==> src/common/gpp_map.svh <==
// Register offsets, field positions and reset values of the shared GPIO port block.
// Assumes a byte-addressed Wishbone bus with one 32-bit word per register.
`ifndef GPP_MAP_SVH
`define GPP_MAP_SVH

`define GPP_OFS_D_DIR 8'h00
`define GPP_OFS_D_PUE 8'h04
`define GPP_OFS_E_DATA 8'h08
`define GPP_OFS_E_DIR 8'h0c
`define GPP_OFS_F_DATA 8'h10
`define GPP_OFS_F_DIR 8'h14
`define GPP_OFS_PCTL 8'h18
`define GPP_OFS_ELS 8'h1c
`define GPP_OFS_OWN 8'h20

`define GPP_DIR_RST 8'h00
`define GPP_PUE_RST 8'h00
`define GPP_PCTL_RST 3'h0
`define GPP_ELS_RST 16'h0000

`define GPP_PCTL_SPI_EN 0
`define GPP_PCTL_MSTR 1
`define GPP_PCTL_SCI 2

`define GPP_E_SCK 7
`define GPP_E_MOSI 6
`define GPP_E_MISO 5
`define GPP_E_SS 4
`define GPP_E_TA1 3
`define GPP_E_TA0 2
`define GPP_E_RXD 1
`define GPP_E_TXD 0

`define GPP_NUM_TCH 8

`endif

==> src/common/gpp_pkg.sv <==
// Types shared by the GPIO port block and its bench.
// Assumes the constants of gpp_map.svh for offsets and field positions.
package gpp_pkg;

	typedef struct packed {
		logic cyc;
		logic stb;
		logic we;
		logic [7:0] adr;
		logic [3:0] sel;
		logic [31:0] dat;
	} gpp_wb_req_t;

	typedef struct packed {
		logic ack;
		logic [31:0] dat;
	} gpp_wb_rsp_t;

	// Pin-side signals that the SPI, serial interface and timers drive.
	typedef struct packed {
		logic spiSck;
		logic spiMosi;
		logic spiMiso;
		logic sciTx;
		logic [7:0] tmrOut;
		logic [7:0] tmrOe;
	} gpp_periph_t;

endpackage : gpp_pkg

==> src/design/gpp_ports.sv <==
// Ports D (pull-up and direction), E and F with their peripheral pin sharing.
// Assumes a classic Wishbone master on clk_sys and pin levels synchronous to it.
`timescale 1ns/100ps
`include "gpp_map.svh"

module gpp_ports (
	input wire logic clk_sys,
	input wire logic rst,
	input wire gpp_pkg::gpp_wb_req_t wbReq,
	output gpp_pkg::gpp_wb_rsp_t wbRsp,
	input wire gpp_pkg::gpp_periph_t periphIn,
	input wire logic [7:0] peIn,
	output logic [7:0] peOut,
	output logic [7:0] peOeN,
	input wire logic [7:0] pfIn,
	output logic [7:0] pfOut,
	output logic [7:0] pfOeN,
	output logic [7:0] pdPullupOn,
	output logic [7:0] pdDirection
);
	import gpp_pkg::*;

	logic [7:0] portDDirection;
	logic [7:0] portDPullupEnable;
	logic [7:0] portEDataLatch;
	logic [7:0] portEDirection;
	logic [7:0] portFDataLatch;
	logic [7:0] portFDirection;
	logic [2:0] periphCtl;
	logic [15:0] edgeLevelSelect;

	logic spiEnable;
	logic spiMaster;
	logic sciEnable;
	logic [7:0] chanActive;
	logic [7:0] eOwn;
	logic [7:0] eOe;
	logic [7:0] eVal;
	logic [7:0] fOwn;
	logic [7:0] fOe;
	logic [7:0] fVal;
	logic [7:0] eRead;
	logic [7:0] fRead;

	logic busHit;
	logic wrEn;
	logic [7:0] regIdx;
	logic [31:0] next_rdData;
	logic busAck;
	logic [31:0] busRdData;

	assign spiEnable = periphCtl[`GPP_PCTL_SPI_EN];
	assign spiMaster = periphCtl[`GPP_PCTL_MSTR];
	assign sciEnable = periphCtl[`GPP_PCTL_SCI];

	// Bus slave: every access is answered one cycle after it is seen, mapped or not.
	assign busHit = wbReq.cyc & wbReq.stb;
	assign wrEn = busHit & busAck & wbReq.we;
	assign regIdx = {2'h0, wbReq.adr[7:2]};

	always_ff @(posedge clk_sys) begin
		if (rst) begin
			busAck <= 1'h0;
		end else begin
			busAck <= busHit & ~busAck;
		end
	end

	// One driver for the whole response word keeps ack and data in a single process each.
	assign wbRsp = '{ack: busAck, dat: busRdData};

	always_comb begin
		next_rdData = 32'h00000000;
		case (regIdx)
			`GPP_OFS_D_DIR >> 2: next_rdData[7:0] = portDDirection;
			`GPP_OFS_D_PUE >> 2: next_rdData[7:0] = portDPullupEnable;
			`GPP_OFS_E_DATA >> 2: next_rdData[7:0] = eRead;
			`GPP_OFS_E_DIR >> 2: next_rdData[7:0] = portEDirection;
			`GPP_OFS_F_DATA >> 2: next_rdData[7:0] = fRead;
			`GPP_OFS_F_DIR >> 2: next_rdData[7:0] = portFDirection;
			`GPP_OFS_PCTL >> 2: next_rdData[2:0] = periphCtl;
			`GPP_OFS_ELS >> 2: next_rdData[15:0] = edgeLevelSelect;
			`GPP_OFS_OWN >> 2: next_rdData[15:0] = {fOwn, eOwn};
			default: next_rdData = 32'h00000000;
		endcase
	end

	// Read data is captured when the request is first seen and held with ack.
	always_ff @(posedge clk_sys) begin
		if (rst) begin
			busRdData <= 32'h00000000;
		end else if (busHit & ~busAck & ~wbReq.we) begin
			busRdData <= next_rdData;
		end
	end

	// Direction and control registers have a defined reset state.
	always_ff @(posedge clk_sys) begin
		if (rst) begin
			portDDirection <= `GPP_DIR_RST;
			portEDirection <= `GPP_DIR_RST;
			portFDirection <= `GPP_DIR_RST;
		end else if (wrEn & wbReq.sel[0]) begin
			case (regIdx)
				`GPP_OFS_D_DIR >> 2: portDDirection <= wbReq.dat[7:0];
				`GPP_OFS_E_DIR >> 2: portEDirection <= wbReq.dat[7:0];
				`GPP_OFS_F_DIR >> 2: portFDirection <= wbReq.dat[7:0];
				default: ;
			endcase
		end
	end

	always_ff @(posedge clk_sys) begin
		if (rst) begin
			portDPullupEnable <= `GPP_PUE_RST;
			periphCtl <= `GPP_PCTL_RST;
		end else if (wrEn & wbReq.sel[0]) begin
			case (regIdx)
				`GPP_OFS_D_PUE >> 2: portDPullupEnable <= wbReq.dat[7:0];
				`GPP_OFS_PCTL >> 2: periphCtl <= wbReq.dat[2:0];
				default: ;
			endcase
		end
	end

	always_ff @(posedge clk_sys) begin
		if (rst) begin
			edgeLevelSelect <= `GPP_ELS_RST;
		end else if (wrEn & (regIdx == (`GPP_OFS_ELS >> 2))) begin
			if (wbReq.sel[0]) begin
				edgeLevelSelect[7:0] <= wbReq.dat[7:0];
			end
			if (wbReq.sel[1]) begin
				edgeLevelSelect[15:8] <= wbReq.dat[15:8];
			end
		end
	end

	// Data latches are deliberately left out of reset so a warm reset keeps them.
	always_ff @(posedge clk_sys) begin
		if (wrEn & wbReq.sel[0]) begin
			if (regIdx == (`GPP_OFS_E_DATA >> 2)) begin
				portEDataLatch <= wbReq.dat[7:0];
			end
			if (regIdx == (`GPP_OFS_F_DATA >> 2)) begin
				portFDataLatch <= wbReq.dat[7:0];
			end
		end
	end

	// Port D pull-ups follow the direction bits without software help.
	always_ff @(posedge clk_sys) begin
		if (rst) begin
			pdPullupOn <= 8'h00;
			pdDirection <= 8'h00;
		end else begin
			pdPullupOn <= portDPullupEnable & ~portDDirection;
			pdDirection <= portDDirection;
		end
	end

	// A timer channel claims its pin whenever its edge/level pair is not zero.
	always_comb begin
		for (int k = 0; k < `GPP_NUM_TCH; k++) begin
			chanActive[k] = |edgeLevelSelect[2*k +: 2];
		end
	end

	always_comb begin
		eOwn[`GPP_E_SCK] = spiEnable;
		eOwn[`GPP_E_MOSI] = spiEnable;
		eOwn[`GPP_E_MISO] = spiEnable;
		eOwn[`GPP_E_SS] = spiEnable & ~spiMaster;
		eOwn[`GPP_E_TA1] = chanActive[1];
		eOwn[`GPP_E_TA0] = chanActive[0];
		eOwn[`GPP_E_RXD] = sciEnable;
		eOwn[`GPP_E_TXD] = sciEnable;
		eOe[`GPP_E_SCK] = spiMaster;
		eOe[`GPP_E_MOSI] = spiMaster;
		eOe[`GPP_E_MISO] = ~spiMaster;
		eOe[`GPP_E_SS] = 1'h0;
		eOe[`GPP_E_TA1] = periphIn.tmrOe[1];
		eOe[`GPP_E_TA0] = periphIn.tmrOe[0];
		eOe[`GPP_E_RXD] = 1'h0;
		eOe[`GPP_E_TXD] = 1'h1;
		eVal[`GPP_E_SCK] = periphIn.spiSck;
		eVal[`GPP_E_MOSI] = periphIn.spiMosi;
		eVal[`GPP_E_MISO] = periphIn.spiMiso;
		eVal[`GPP_E_SS] = 1'h0;
		eVal[`GPP_E_TA1] = periphIn.tmrOut[1];
		eVal[`GPP_E_TA0] = periphIn.tmrOut[0];
		eVal[`GPP_E_RXD] = 1'h0;
		eVal[`GPP_E_TXD] = periphIn.sciTx;
	end

	// Port F bits 7 and 6 are never shared; bits 5 to 0 go to timer channels 7 to 2.
	always_comb begin
		fOwn = {2'h0, chanActive[7:2]};
		fOe = {2'h0, periphIn.tmrOe[7:2]};
		fVal = {2'h0, periphIn.tmrOut[7:2]};
	end

	for (genvar i = 0; i < 8; i++) begin : g_pin
		gpp_pin_cell u_pe (
			.clk_sys(clk_sys),
			.rst(rst),
			.latch(portEDataLatch[i]),
			.dir(portEDirection[i]),
			.own(eOwn[i]),
			.periphOe(eOe[i]),
			.periphOut(eVal[i]),
			.pinIn(peIn[i]),
			.padOut(peOut[i]),
			.padOeN(peOeN[i]),
			.readBit(eRead[i])
		);
		gpp_pin_cell u_pf (
			.clk_sys(clk_sys),
			.rst(rst),
			.latch(portFDataLatch[i]),
			.dir(portFDirection[i]),
			.own(fOwn[i]),
			.periphOe(fOe[i]),
			.periphOut(fVal[i]),
			.pinIn(pfIn[i]),
			.padOut(pfOut[i]),
			.padOeN(pfOeN[i]),
			.readBit(fRead[i])
		);
	end
endmodule : gpp_ports

==> src/design/gpp_pin_cell.sv <==
// One shared port pin: chooses driver and direction, and the bit that a read returns.
// Assumes a synchronous pin level and an owner flag from the port logic.
`timescale 1ns/100ps

module gpp_pin_cell (
	input wire logic clk_sys,
	input wire logic rst,
	input wire logic latch,
	input wire logic dir,
	input wire logic own,
	input wire logic periphOe,
	input wire logic periphOut,
	input wire logic pinIn,
	output logic padOut,
	output logic padOeN,
	output logic readBit
);

	logic next_oe;
	logic next_val;

	always_comb begin
		next_oe = own ? periphOe : dir;
		next_val = own ? periphOut : latch;
	end

	// Pad drive is low whenever the buffer is off, so the pin never shows a stale latch.
	always_ff @(posedge clk_sys) begin
		if (rst) begin
			padOeN <= 1'h1;
			padOut <= 1'h0;
		end else begin
			padOeN <= ~next_oe;
			padOut <= next_oe ? next_val : 1'h0;
		end
	end

	assign readBit = dir ? latch : pinIn;

endmodule : gpp_pin_cell

==> config.mk <==
export PLATFORM = sky130hd
export DESIGN_NAME = gpp_ports
export DESIGN_NICKNAME = d
export VERILOG_FILES = /design/src/common/gpp_pkg.sv /design/src/design/gpp_ports.sv /design/src/design/gpp_pin_cell.sv
export VERILOG_INCLUDE_DIRS = /design/src /design/src/common
export SDC_FILE = /design/constraint.sdc
export NUM_CORES = 1
export LEC_CHECK = 0
export ABC_AREA = 1
export BUFFER_PORTS_ARGS = -buffer_cell sky130_fd_sc_hd__buf_2
export CAP_MARGIN = 20
export CORE_MARGIN = 3
export CORE_UTILIZATION = 55
export CTS_CLUSTER_SIZE = 24
export DETAILED_ROUTE_END_ITERATION = 7
export GPL_TIMING_DRIVEN = 0
export PLACE_DENSITY = 0.84
export SYNTH_ARGS = -nofsm -noshare
export SYNTH_HDL_FRONTEND = slang
export SYNTH_SLANG_ARGS = --single-unit
==> constraint.sdc <==
create_clock -name clk_sys -period 4.5 [get_ports clk_sys]
set_clock_uncertainty 0.15 [all_clocks]
set_input_delay 0.225 -clock clk_sys [delete_from_list [all_inputs] [get_ports clk_sys]]
set_output_delay 0.225 -clock clk_sys [all_outputs]
set_load 0.02 [all_outputs]
==> impl_metrics.ini, run 1 <==
[status]
outcome = complete, no violations

[finish]
drive_gt1_share_pct = 24.2
syn_to_final_growth_pct = 33.3
ff_latch_area_um2 = 2800
reg_top3 = busRdData: 16 flops, edgeLevelSelect: 16 flops
multiInputGateArea_um2 = 2150
fillers = 736
final_util_pct = 76.4
design_area_um2 = 7540
layout.nets = 1036

[floorplanning]
core_area_um2 = 9860
io_pins = 166
die_w_um = 107
fp.dieH_um = 107
dieArea_um2 = 11500
start_util_pct = 57.3
rows = 36

[power]
ir_worst_vdd_mv = 0.227
powerDensity_nw_per_um2 = 360
p_leak_uw = 0.00360

[worst_setup_path]
timing.critical_path.mode_cell = clkbuf_1
reg2reg_setup_slack_ns = 2.17
path_depth = 6
worst_ep_required_time_ns = 4.76
arrival_ns = 2.65
reg2reg_depth = 4
path_delay_family = buffers and inverters
worstSetupPathType = in2reg
crit_path_cell_trace = clkbuf_1 -> clkinv_1 -> clkbuf_1 -> o211ai_1 -> a21oi_1 -> dlygate4sd3_1
cpPeakStageDelay_ns = 0.58
rr_startpoint = busAck
cp_slowest_cell = clkinv_1
cp-end-kind = flip-flop
path_buf_inv = 4
critPathLaunchType = input pin
r2r_end = portFDataLatch[6]
critical_path.max_fanout = 10

[yosys]
yosysTopAreaCell = dfxtp_1
synthesis.area_um2 = 5660
ys_top_cells_by_area = dfxtp_1, nand2_1, edfxtp_1, buf_4, o21ai_0
avgSynthCellArea_um2 = 7.59
synth_edf_count = 16
yosys.area.top_type_share_pct = 41.1
ys_seq_area_share_pct = 49.6
synth-async-reset-ratio_pct = 0
synthCells = 745
yosys-top-cells-count = nand2_1, dfxtp_1, nor2_1, inv_1, o21ai_0
synth_cell_types = 32
synth_most_common_cell = nand2_1
ys_warn_count = 0
synth.ff_latch_count = 132
yosys_most_used_dff = dfxtp_1

[cts]
postCtsSetupBuffers = 0
cts_num_sinks = 132
clockRootBuffer = clkbuf_8
path_clk_slew_ns = 0.06
numCtsBuffers = 17
clkLatencyLatePin_ns = 0.52
cts_tree = yes
htree_levels = 4
clockBufferDepth = 2

[sta]
relSlewSlack_pct = 42.3
period_share_pct = 53.1
drv_slew = 0
hold_viol_final = 0
setup_tns_ns = 0
min_period_ns = 2.39
tightest_slew_ns = 0.863
rsz0062_at_grt = no
clock.fmax_mhz = 418
setup_viol = 0
setup_ws_ns = 2.11

[placement]
place_ws_ns = 1.96
dpl_cell_area_um2 = 6520
gp_congestion = 0.966
numPortBuffers = 128
hpwl_mm = 11.2

[min_path]
hp-start = wbReq[33]
min_to = edgeLevelSelect[12]
hp-class = in2reg
whs_path_depth = 4

[global_routing]
grt_pass1_wl_mm = 26.0
grt_overflow = 0
grt_antenna_before_repair = 0
grt_pass1_vias = 5207
grt_usage_pct = 29.4
grt_max_degree = 17

[flow_run]
max_cap_viol_count = 0

[route]
drc = 0
routed_wirelength_mm = 16.8
drt_iter0_drc = 523
vias = 5622
ant_nets = 0
wire_per_inst_um = 15.3
drtPass1Iterations = 5
viasPerCell = 5.12
## worst max-delay path by stage
stage	start	to	slack, ns
6_report	rst	g_pin[5].u_pf.padOut	2.11
5_1_grt	busAck	portFDataLatch[6]	2.06
4_1_cts	busAck	portEDataLatch[3]	1.95
3_5_place_dp	busAck	portEDataLatch[4]	1.96
3_3_place_gp	busAck	portEDataLatch[4]	1.94
2_1_floorplan	busAck	portEDataLatch[0]	2.52
## cell families (layout without fill, tap and decap cells)
| kind of cell | after synthesis | after routing | share of synthesized area [%] |
|---|---|---|---|
| compound gates | 145 | 145 | 13.5 |
| flops | 132 | 132 | 49.6 |
| other cells | 1 | 17 | 0.0663 |
| simple gates | 319 | 319 | 23.5 |
| buf+inv | 148 | 352 | 13.4 |
## power breakdown
part | total, uW | internal (uW) | switching, uW
sequential | 1190 | 1190 | 1.01
combinational | 161 | 67.3 | 94.1
clock | 1360 | 852 | 503
total | 2710 | 2110 | 598
## final cells by class
cell class | instances | area share (%)
inverters | 79 | 3.97
repair buffers | 172 | 14.3
plain buffers | 69 | 6.06
flip-flops and latches | 132 | 37.2
clock inverters | 7 | 1.28
clock buffers | 25 | 6.44
well taps | 133 | 2.21
multi-input cells | 480 | 28.6
diodes | 1 | 0.0332
## through the flow
step           instances  hold WS, ns  power (uW)
5_1_grt             1097       0.0728        2780
3_3_place_gp        1021        0.267        1350
3_5_place_dp        1021        0.268        1350
6_report            1098       0.0526        2710
2_1_floorplan        760        0.174        1290
4_1_cts             1096       0.0514        2700
## layer usage
metal | part of all wire [%] | track usage, % | up-vias | wire length, um
met1 | 40 | 38.6 | 2502 | 6750
met4 | 3.8 | 14.0 | 0 | 639
li1 | - | - | 2731 | -
met3 | 10 | 6.78 | 57 | 1730
met5 | 0 | 0 | - | 0
met2 | 46 | 46.0 | 332 | 7720
## worst register-to-register path, cell delays in order, from the launching register on
cell	delay, ns
dfxtp_1	0.37
nand4_1	0.22
nor2_2	0.41
inv_1	0.12
nor2_1	0.68
## layout by cell type (no fill, tap or decap), types with 2 or more instances in the layout
master and count:
a21boi_0 2, a21oi_1 60, a31oi_1 4, buf_1 3, buf_2 133, buf_4 49, bufinv_16 2, clkbuf_1 16
clkbuf_16 17, clkbuf_8 3, clkinv_2 2, clkinv_4 3, conb_1 16, dfxtp_1 116, dlygate4sd3_1 43, edfxtp_1 16
inv_1 76, nand2_1 183, nand3_1 16, nand4_1 9, nor2_1 86, nor2_2 7, nor2_4 2, nor3_1 7
o211ai_1 8, o21ai_0 67, o21ai_1 2, or2_2 6
## what timing repair did
action | 4_1_cts | 5_1_grt
gates resized for setup | 0 | 0
hold buffers | 43 | 0
hold endpoints to repair | 72 | 0
Note: power is estimated with default switching activity, not from simulation.
==> inputs of run 2 (changes only) <==
- CORE_UTILIZATION: 55 -> 52
- PLACE_DENSITY: 0.84 -> 0.8
- clock period: 4.5 -> 2.3 ns (I/O delays scaled with it)
==> run 2 against run 1 <==
Global-route usage fell by 0.64 points. First-iteration DRC count fell by 17%. Clock power rose by 93%. Sequential power is 97% higher. Wire length up 2.5%. Power up 95%. Utilization down 3.3 points. Highest routed layer unchanged.
==> impl_metrics.ini, run 2 (synthesis gave the netlist of run 1 again) <==
[route]
wire_per_inst_um = 15.6
ant_nets = 0
viasPerCell = 5.11
drt_iter0_drc = 436
vias = 5664
routed_wirelength_mm = 17.3
drtPass1Iterations = 5
drc = 0

[sta]
period_share_pct = 97.7
tightest_slew_ns = 0.719
relSlewSlack_pct = 52.1
min_period_ns = 2.25
hold_viol_final = 0
clock.fmax_mhz = 445
drv_slew = 0
setup_viol = 0

[power]
ir_worst_vdd_mv = 0.429
powerDensity_nw_per_um2 = 691
p_leak_uw = 0.00367

[cts]
clockBufferDepth = 2
cts_tree = yes
numCtsBuffers = 17
cts_num_sinks = 132
clkLatencyLatePin_ns = 0.52
path_clk_slew_ns = 0.06
clockRootBuffer = clkbuf_8
htree_levels = 4

[finish]
layout_common_cells = nand2_1, buf_2, dfxtp_1
fillers = 802
syn_to_final_growth_pct = 35.4
final_util_pct = 73.2
final_common_cell = nand2_1
reg_top3 = busRdData: 16 flops, edgeLevelSelect: 16 flops
antennaDiodeCount = 0
drive_gt1_share_pct = 24.3
design_area_um2 = 7650
layout.nets = 1044

[global_routing]
grt_pass1_vias = 5256
grt_antenna_before_repair = 0
grt_pass1_wl_mm = 26.0
grt_usage_pct = 28.8
grt_overflow = 0
grt_max_degree = 17

[status]
outcome = complete, no violations

[worst_setup_path]
critPathLaunchType = flip-flop
critical_path.max_fanout = 10
reg2reg_depth = 6
worstSetupPathType = reg2reg
cp-end-kind = flip-flop
worst_ep_required_time_ns = 2.61
arrival_ns = 2.56
reg2reg_setup_slack_ns = 0.05

[placement]
gp_congestion = 0.987
numPortBuffers = 128
hpwl_mm = 11.4
dpl_cell_area_um2 = 6520

[flow_run]
max_cap_viol_count = 0

[floorplanning]
start_util_pct = 54.1
die_w_um = 110
io_pins = 166
core_area_um2 = 10500
fp.dieH_um = 110
rows = 37
dieArea_um2 = 12200

[min_path]
whs_path_depth = 3
hp-class = in2reg
-- run 2: changes by cell type in the layout (fill, tap and decap cells not counted), sizes merged --
cell           previous run  this run
clkinvlp                  0         2
buf                     186       185
dlygate4sd3              43        52
inv                      78        80
diode                     1         0
clkdlybuf4s15             0         1
bufinv                    2         1
clkinv                    6         2
-- run 2: report_power, final --
group / internal (uW) / switching, uW
Clock: 1660 / 977
Sequential: 2330 / 2.48
Combinational: 135 / 189
Total: 4120 / 1170
-- run 2: critical path, stage by stage, from the launching register on --
cell           delay, ns
dfxtp_1             0.39
nand4_1             0.30
nor3b_4             0.39
buf_6               0.20
o21ai_1             0.08
a21oi_2             0.13
dlygate4sd3_1       0.56
-- run 2: final cells by class --
| cell class | count | area [um2] | area share [%] |
|---|---|---|---|
| Clock buffer | 26 | 522 | 6.82 |
| Timing Repair Buffer | 180 | 1160 | 15.2 |
| Tap cell | 136 | 170 | 2.22 |
| Buffer | 69 | 464 | 6.06 |
| Sequential cell | 132 | 2800 | 36.6 |
| Inverter | 79 | 303 | 3.96 |
| Multi-Input combinational cell | 480 | 2170 | 28.4 |
| Clock inverter | 6 | 60.1 | 0.785 |
-- run 2: worst paths after layout --
check,startpoint,to
worst max-delay path,busAck,edgeLevelSelect[14]
worst min-delay path,wbReq[39],portEDataLatch[3]
worst max register to register,busAck,edgeLevelSelect[14]
worst min register to register,portDDirection[4],pdPullupOn[4]
-- run 2: through the flow --
stage / power (uW) / hold slack, ns / cells / worst slack, ns / setup TNS (ns)
finish: 5290 / 0.0811 / 1108 / 0.0520 / 0
floorplan: 2520 / 0.0639 / 760 / 0.316 / 0
detailed placement: 2640 / 0.202 / 1024 / -0.284 / -2.41
CTS: 5280 / 0.0482 / 1108 / 0.0387 / 0
global route: 5410 / 0.115 / 1108 / -0.0494 / -0.0820
global placement: 2640 / 0.202 / 1024 / -0.284 / -2.29
-- run 2: routing by layer --
metal	global-route usage [%]	part of all wire, %	vias to the layer above	routed length (um)
li1	-	-	2742	-
met5	0	0	-	0
met2	46.6	47	308	8120
met1	36.2	40	2567	6920
met4	14.3	3.1	0	529
met3	6.46	9.8	47	1690
-- run 2: repair_timing --
item	in CTS	in global routing
buffers inserted	0	0
gates resized for setup	2	7
endpoints found under the hold margin	92	0
pin swaps	0	0
setup endpoints to repair	16	11
hold buffers	52	0
==> inputs of run 3 (changes only) <==
- clock period: 2.3 -> 2.5 ns (I/O delays scaled with it)
==> run 3 against run 2 <==
Global-route usage is essentially flat. Cell count is essentially flat. Critical path depth is the same. Clock-buffer cell count is the same. Register-to-register slack gained 0.15 ns. Sequential cell count is the same. Combinational power shrank 9.0%. Sequential power shrank 8%. Largest power group unchanged.
==> impl_metrics.ini, run 3 (synthesis gave the netlist of run 1 again) <==
[sta]
tightest_slew_ns = 0.785
setup_viol = 0
drv_slew = 0
relSlewSlack_pct = 47.7
period_share_pct = 97.1
hold_slack_ns = 0.0269
hold_viol_final = 0
clock.fmax_mhz = 412
rsz0062_at_grt = no
min_period_ns = 2.43

[global_routing]
grt_pass1_vias = 5219
grt_overflow = 0
grt_max_degree = 17
grt_usage_pct = 28.7
grt_pass1_wl_mm = 26.0
grt_antenna_before_repair = 0

[route]
drc = 0
drtPass1Iterations = 6
wire_per_inst_um = 15.5
routed_wirelength_mm = 17.1
viasPerCell = 5.12
vias = 5666
ant_nets = 0
drt_iter0_drc = 445

[worst_setup_path]
worstSetupPathType = in2reg
worst_ep_required_time_ns = 2.75
critPathLaunchType = input pin
cp-end-kind = flip-flop
reg2reg_setup_slack_ns = 0.20
arrival_ns = 2.68
critical_path.max_fanout = 10
rr_startpoint = busAck
reg2reg_depth = 4
crit_start = rst

[placement]
hpwl_mm = 11.4
numPortBuffers = 128
gp_congestion = 0.987
dpl_cell_area_um2 = 6520

[finish]
final_common_cell = nand2_1
fillers = 811
syn_to_final_growth_pct = 34.8
design_area_um2 = 7620
antennaDiodeCount = 0
layout.nets = 1043
reg_top3 = busRdData: 16 flops, edgeLevelSelect: 16 flops
drive_gt1_share_pct = 24.1
layout_common_cells = nand2_1, buf_2, dfxtp_1

[min_path]
hp-start = wbReq[33]
whs_path_depth = 4
hp-class = in2reg

[cts]
cts_tree = yes
htree_levels = 4
postCtsSetupBuffers = 0
cts_num_sinks = 132
path_clk_slew_ns = 0.06
clockBufferDepth = 2
numCtsBuffers = 17
clkLatencyLatePin_ns = 0.52
clockRootBuffer = clkbuf_8

[floorplanning]
die_w_um = 110
fp.dieH_um = 110
io_pins = 166
dieArea_um2 = 12200
core_area_um2 = 10500
rows = 37
start_util_pct = 54.1

[status]
outcome = complete, no violations

[power]
powerDensity_nw_per_um2 = 638
ir_worst_vdd_mv = 0.397
p_leak_uw = 0.00364
finalPower_uw = 4860

[flow_run]
max_cap_viol_count = 0
==> run 3: cell count changes in the layout (fill, tap and decap cells not counted), sizes merged <==
cell and change:
clkinv +1, clkinvlp -1, dlygate4sd3 -1, clkdlybuf4s15 -1, clkbuf +1
==> run 3: final cells by class <==
class	instances	area (um2)	area share, %
clock inverters	6	60.1	0.788
well taps	136	170	2.23
inverters	79	299	3.92
repair buffers	179	1150	15.1
plain buffers	69	457	5.99
clock buffers	26	522	6.85
multi-input cells	480	2160	28.3
flip-flops and latches	132	2800	36.8
==> run 3: per-stage QoR <==
stage / setup WS, ns / TNS [ns] / utilization (%) / std cells
floorplan: 0.516 / 0 / - / 760
global placement: -0.0839 / -0.667 / 62.3 / 1024
detailed placement: -0.0835 / -0.665 / 62.3 / 1024
CTS: 0.144 / 0 / 72.8 / 1107
global route: 0.0410 / 0 / 72.9 / 1107
finish: 0.0722 / 0 / 72.9 / 1107
==> run 3: repair_timing <==
item	4_1_cts	5_1_grt
hold endpoints to repair	92	0
resized for setup	1	1
hold buffers	51	0
setup endpoints to repair	8	8
gates cloned	0	0
==> run 3: per-layer routing <==
metal / part of all wire (%) / routed length [um] / vias up / track usage [%]
li1: - / - / 2745 / -
met1: 40 / 6870 / 2542 / 36.4
met2: 47 / 8020 / 325 / 46.5
met3: 9.9 / 1700 / 54 / 6.41
met4: 3.3 / 558 / 0 / 13.9
met5: 0 / 0 / - / 0
==> run 3: worst paths after layout <==
check | endpoint
hold reg to reg | g_pin[6].u_pf.padOeN
setup reg to reg | portEDataLatch[2]
hold / removal | edgeLevelSelect[15]
setup / recovery | g_pin[5].u_pf.padOut
==> run 3: power by group <==
group          internal (uW)  switching, uW
sequential              2150           2.35
clock                   1520            896
combinational            123            172
==> run 3: critical path, cell delays in order <==
cell and delay [ns]:
clkbuf_1 0.58, clkinv_1 0.62, clkbuf_1 0.43, o211ai_1 0.25, a21oi_1 0.10, dlygate4sd3_1 0.57
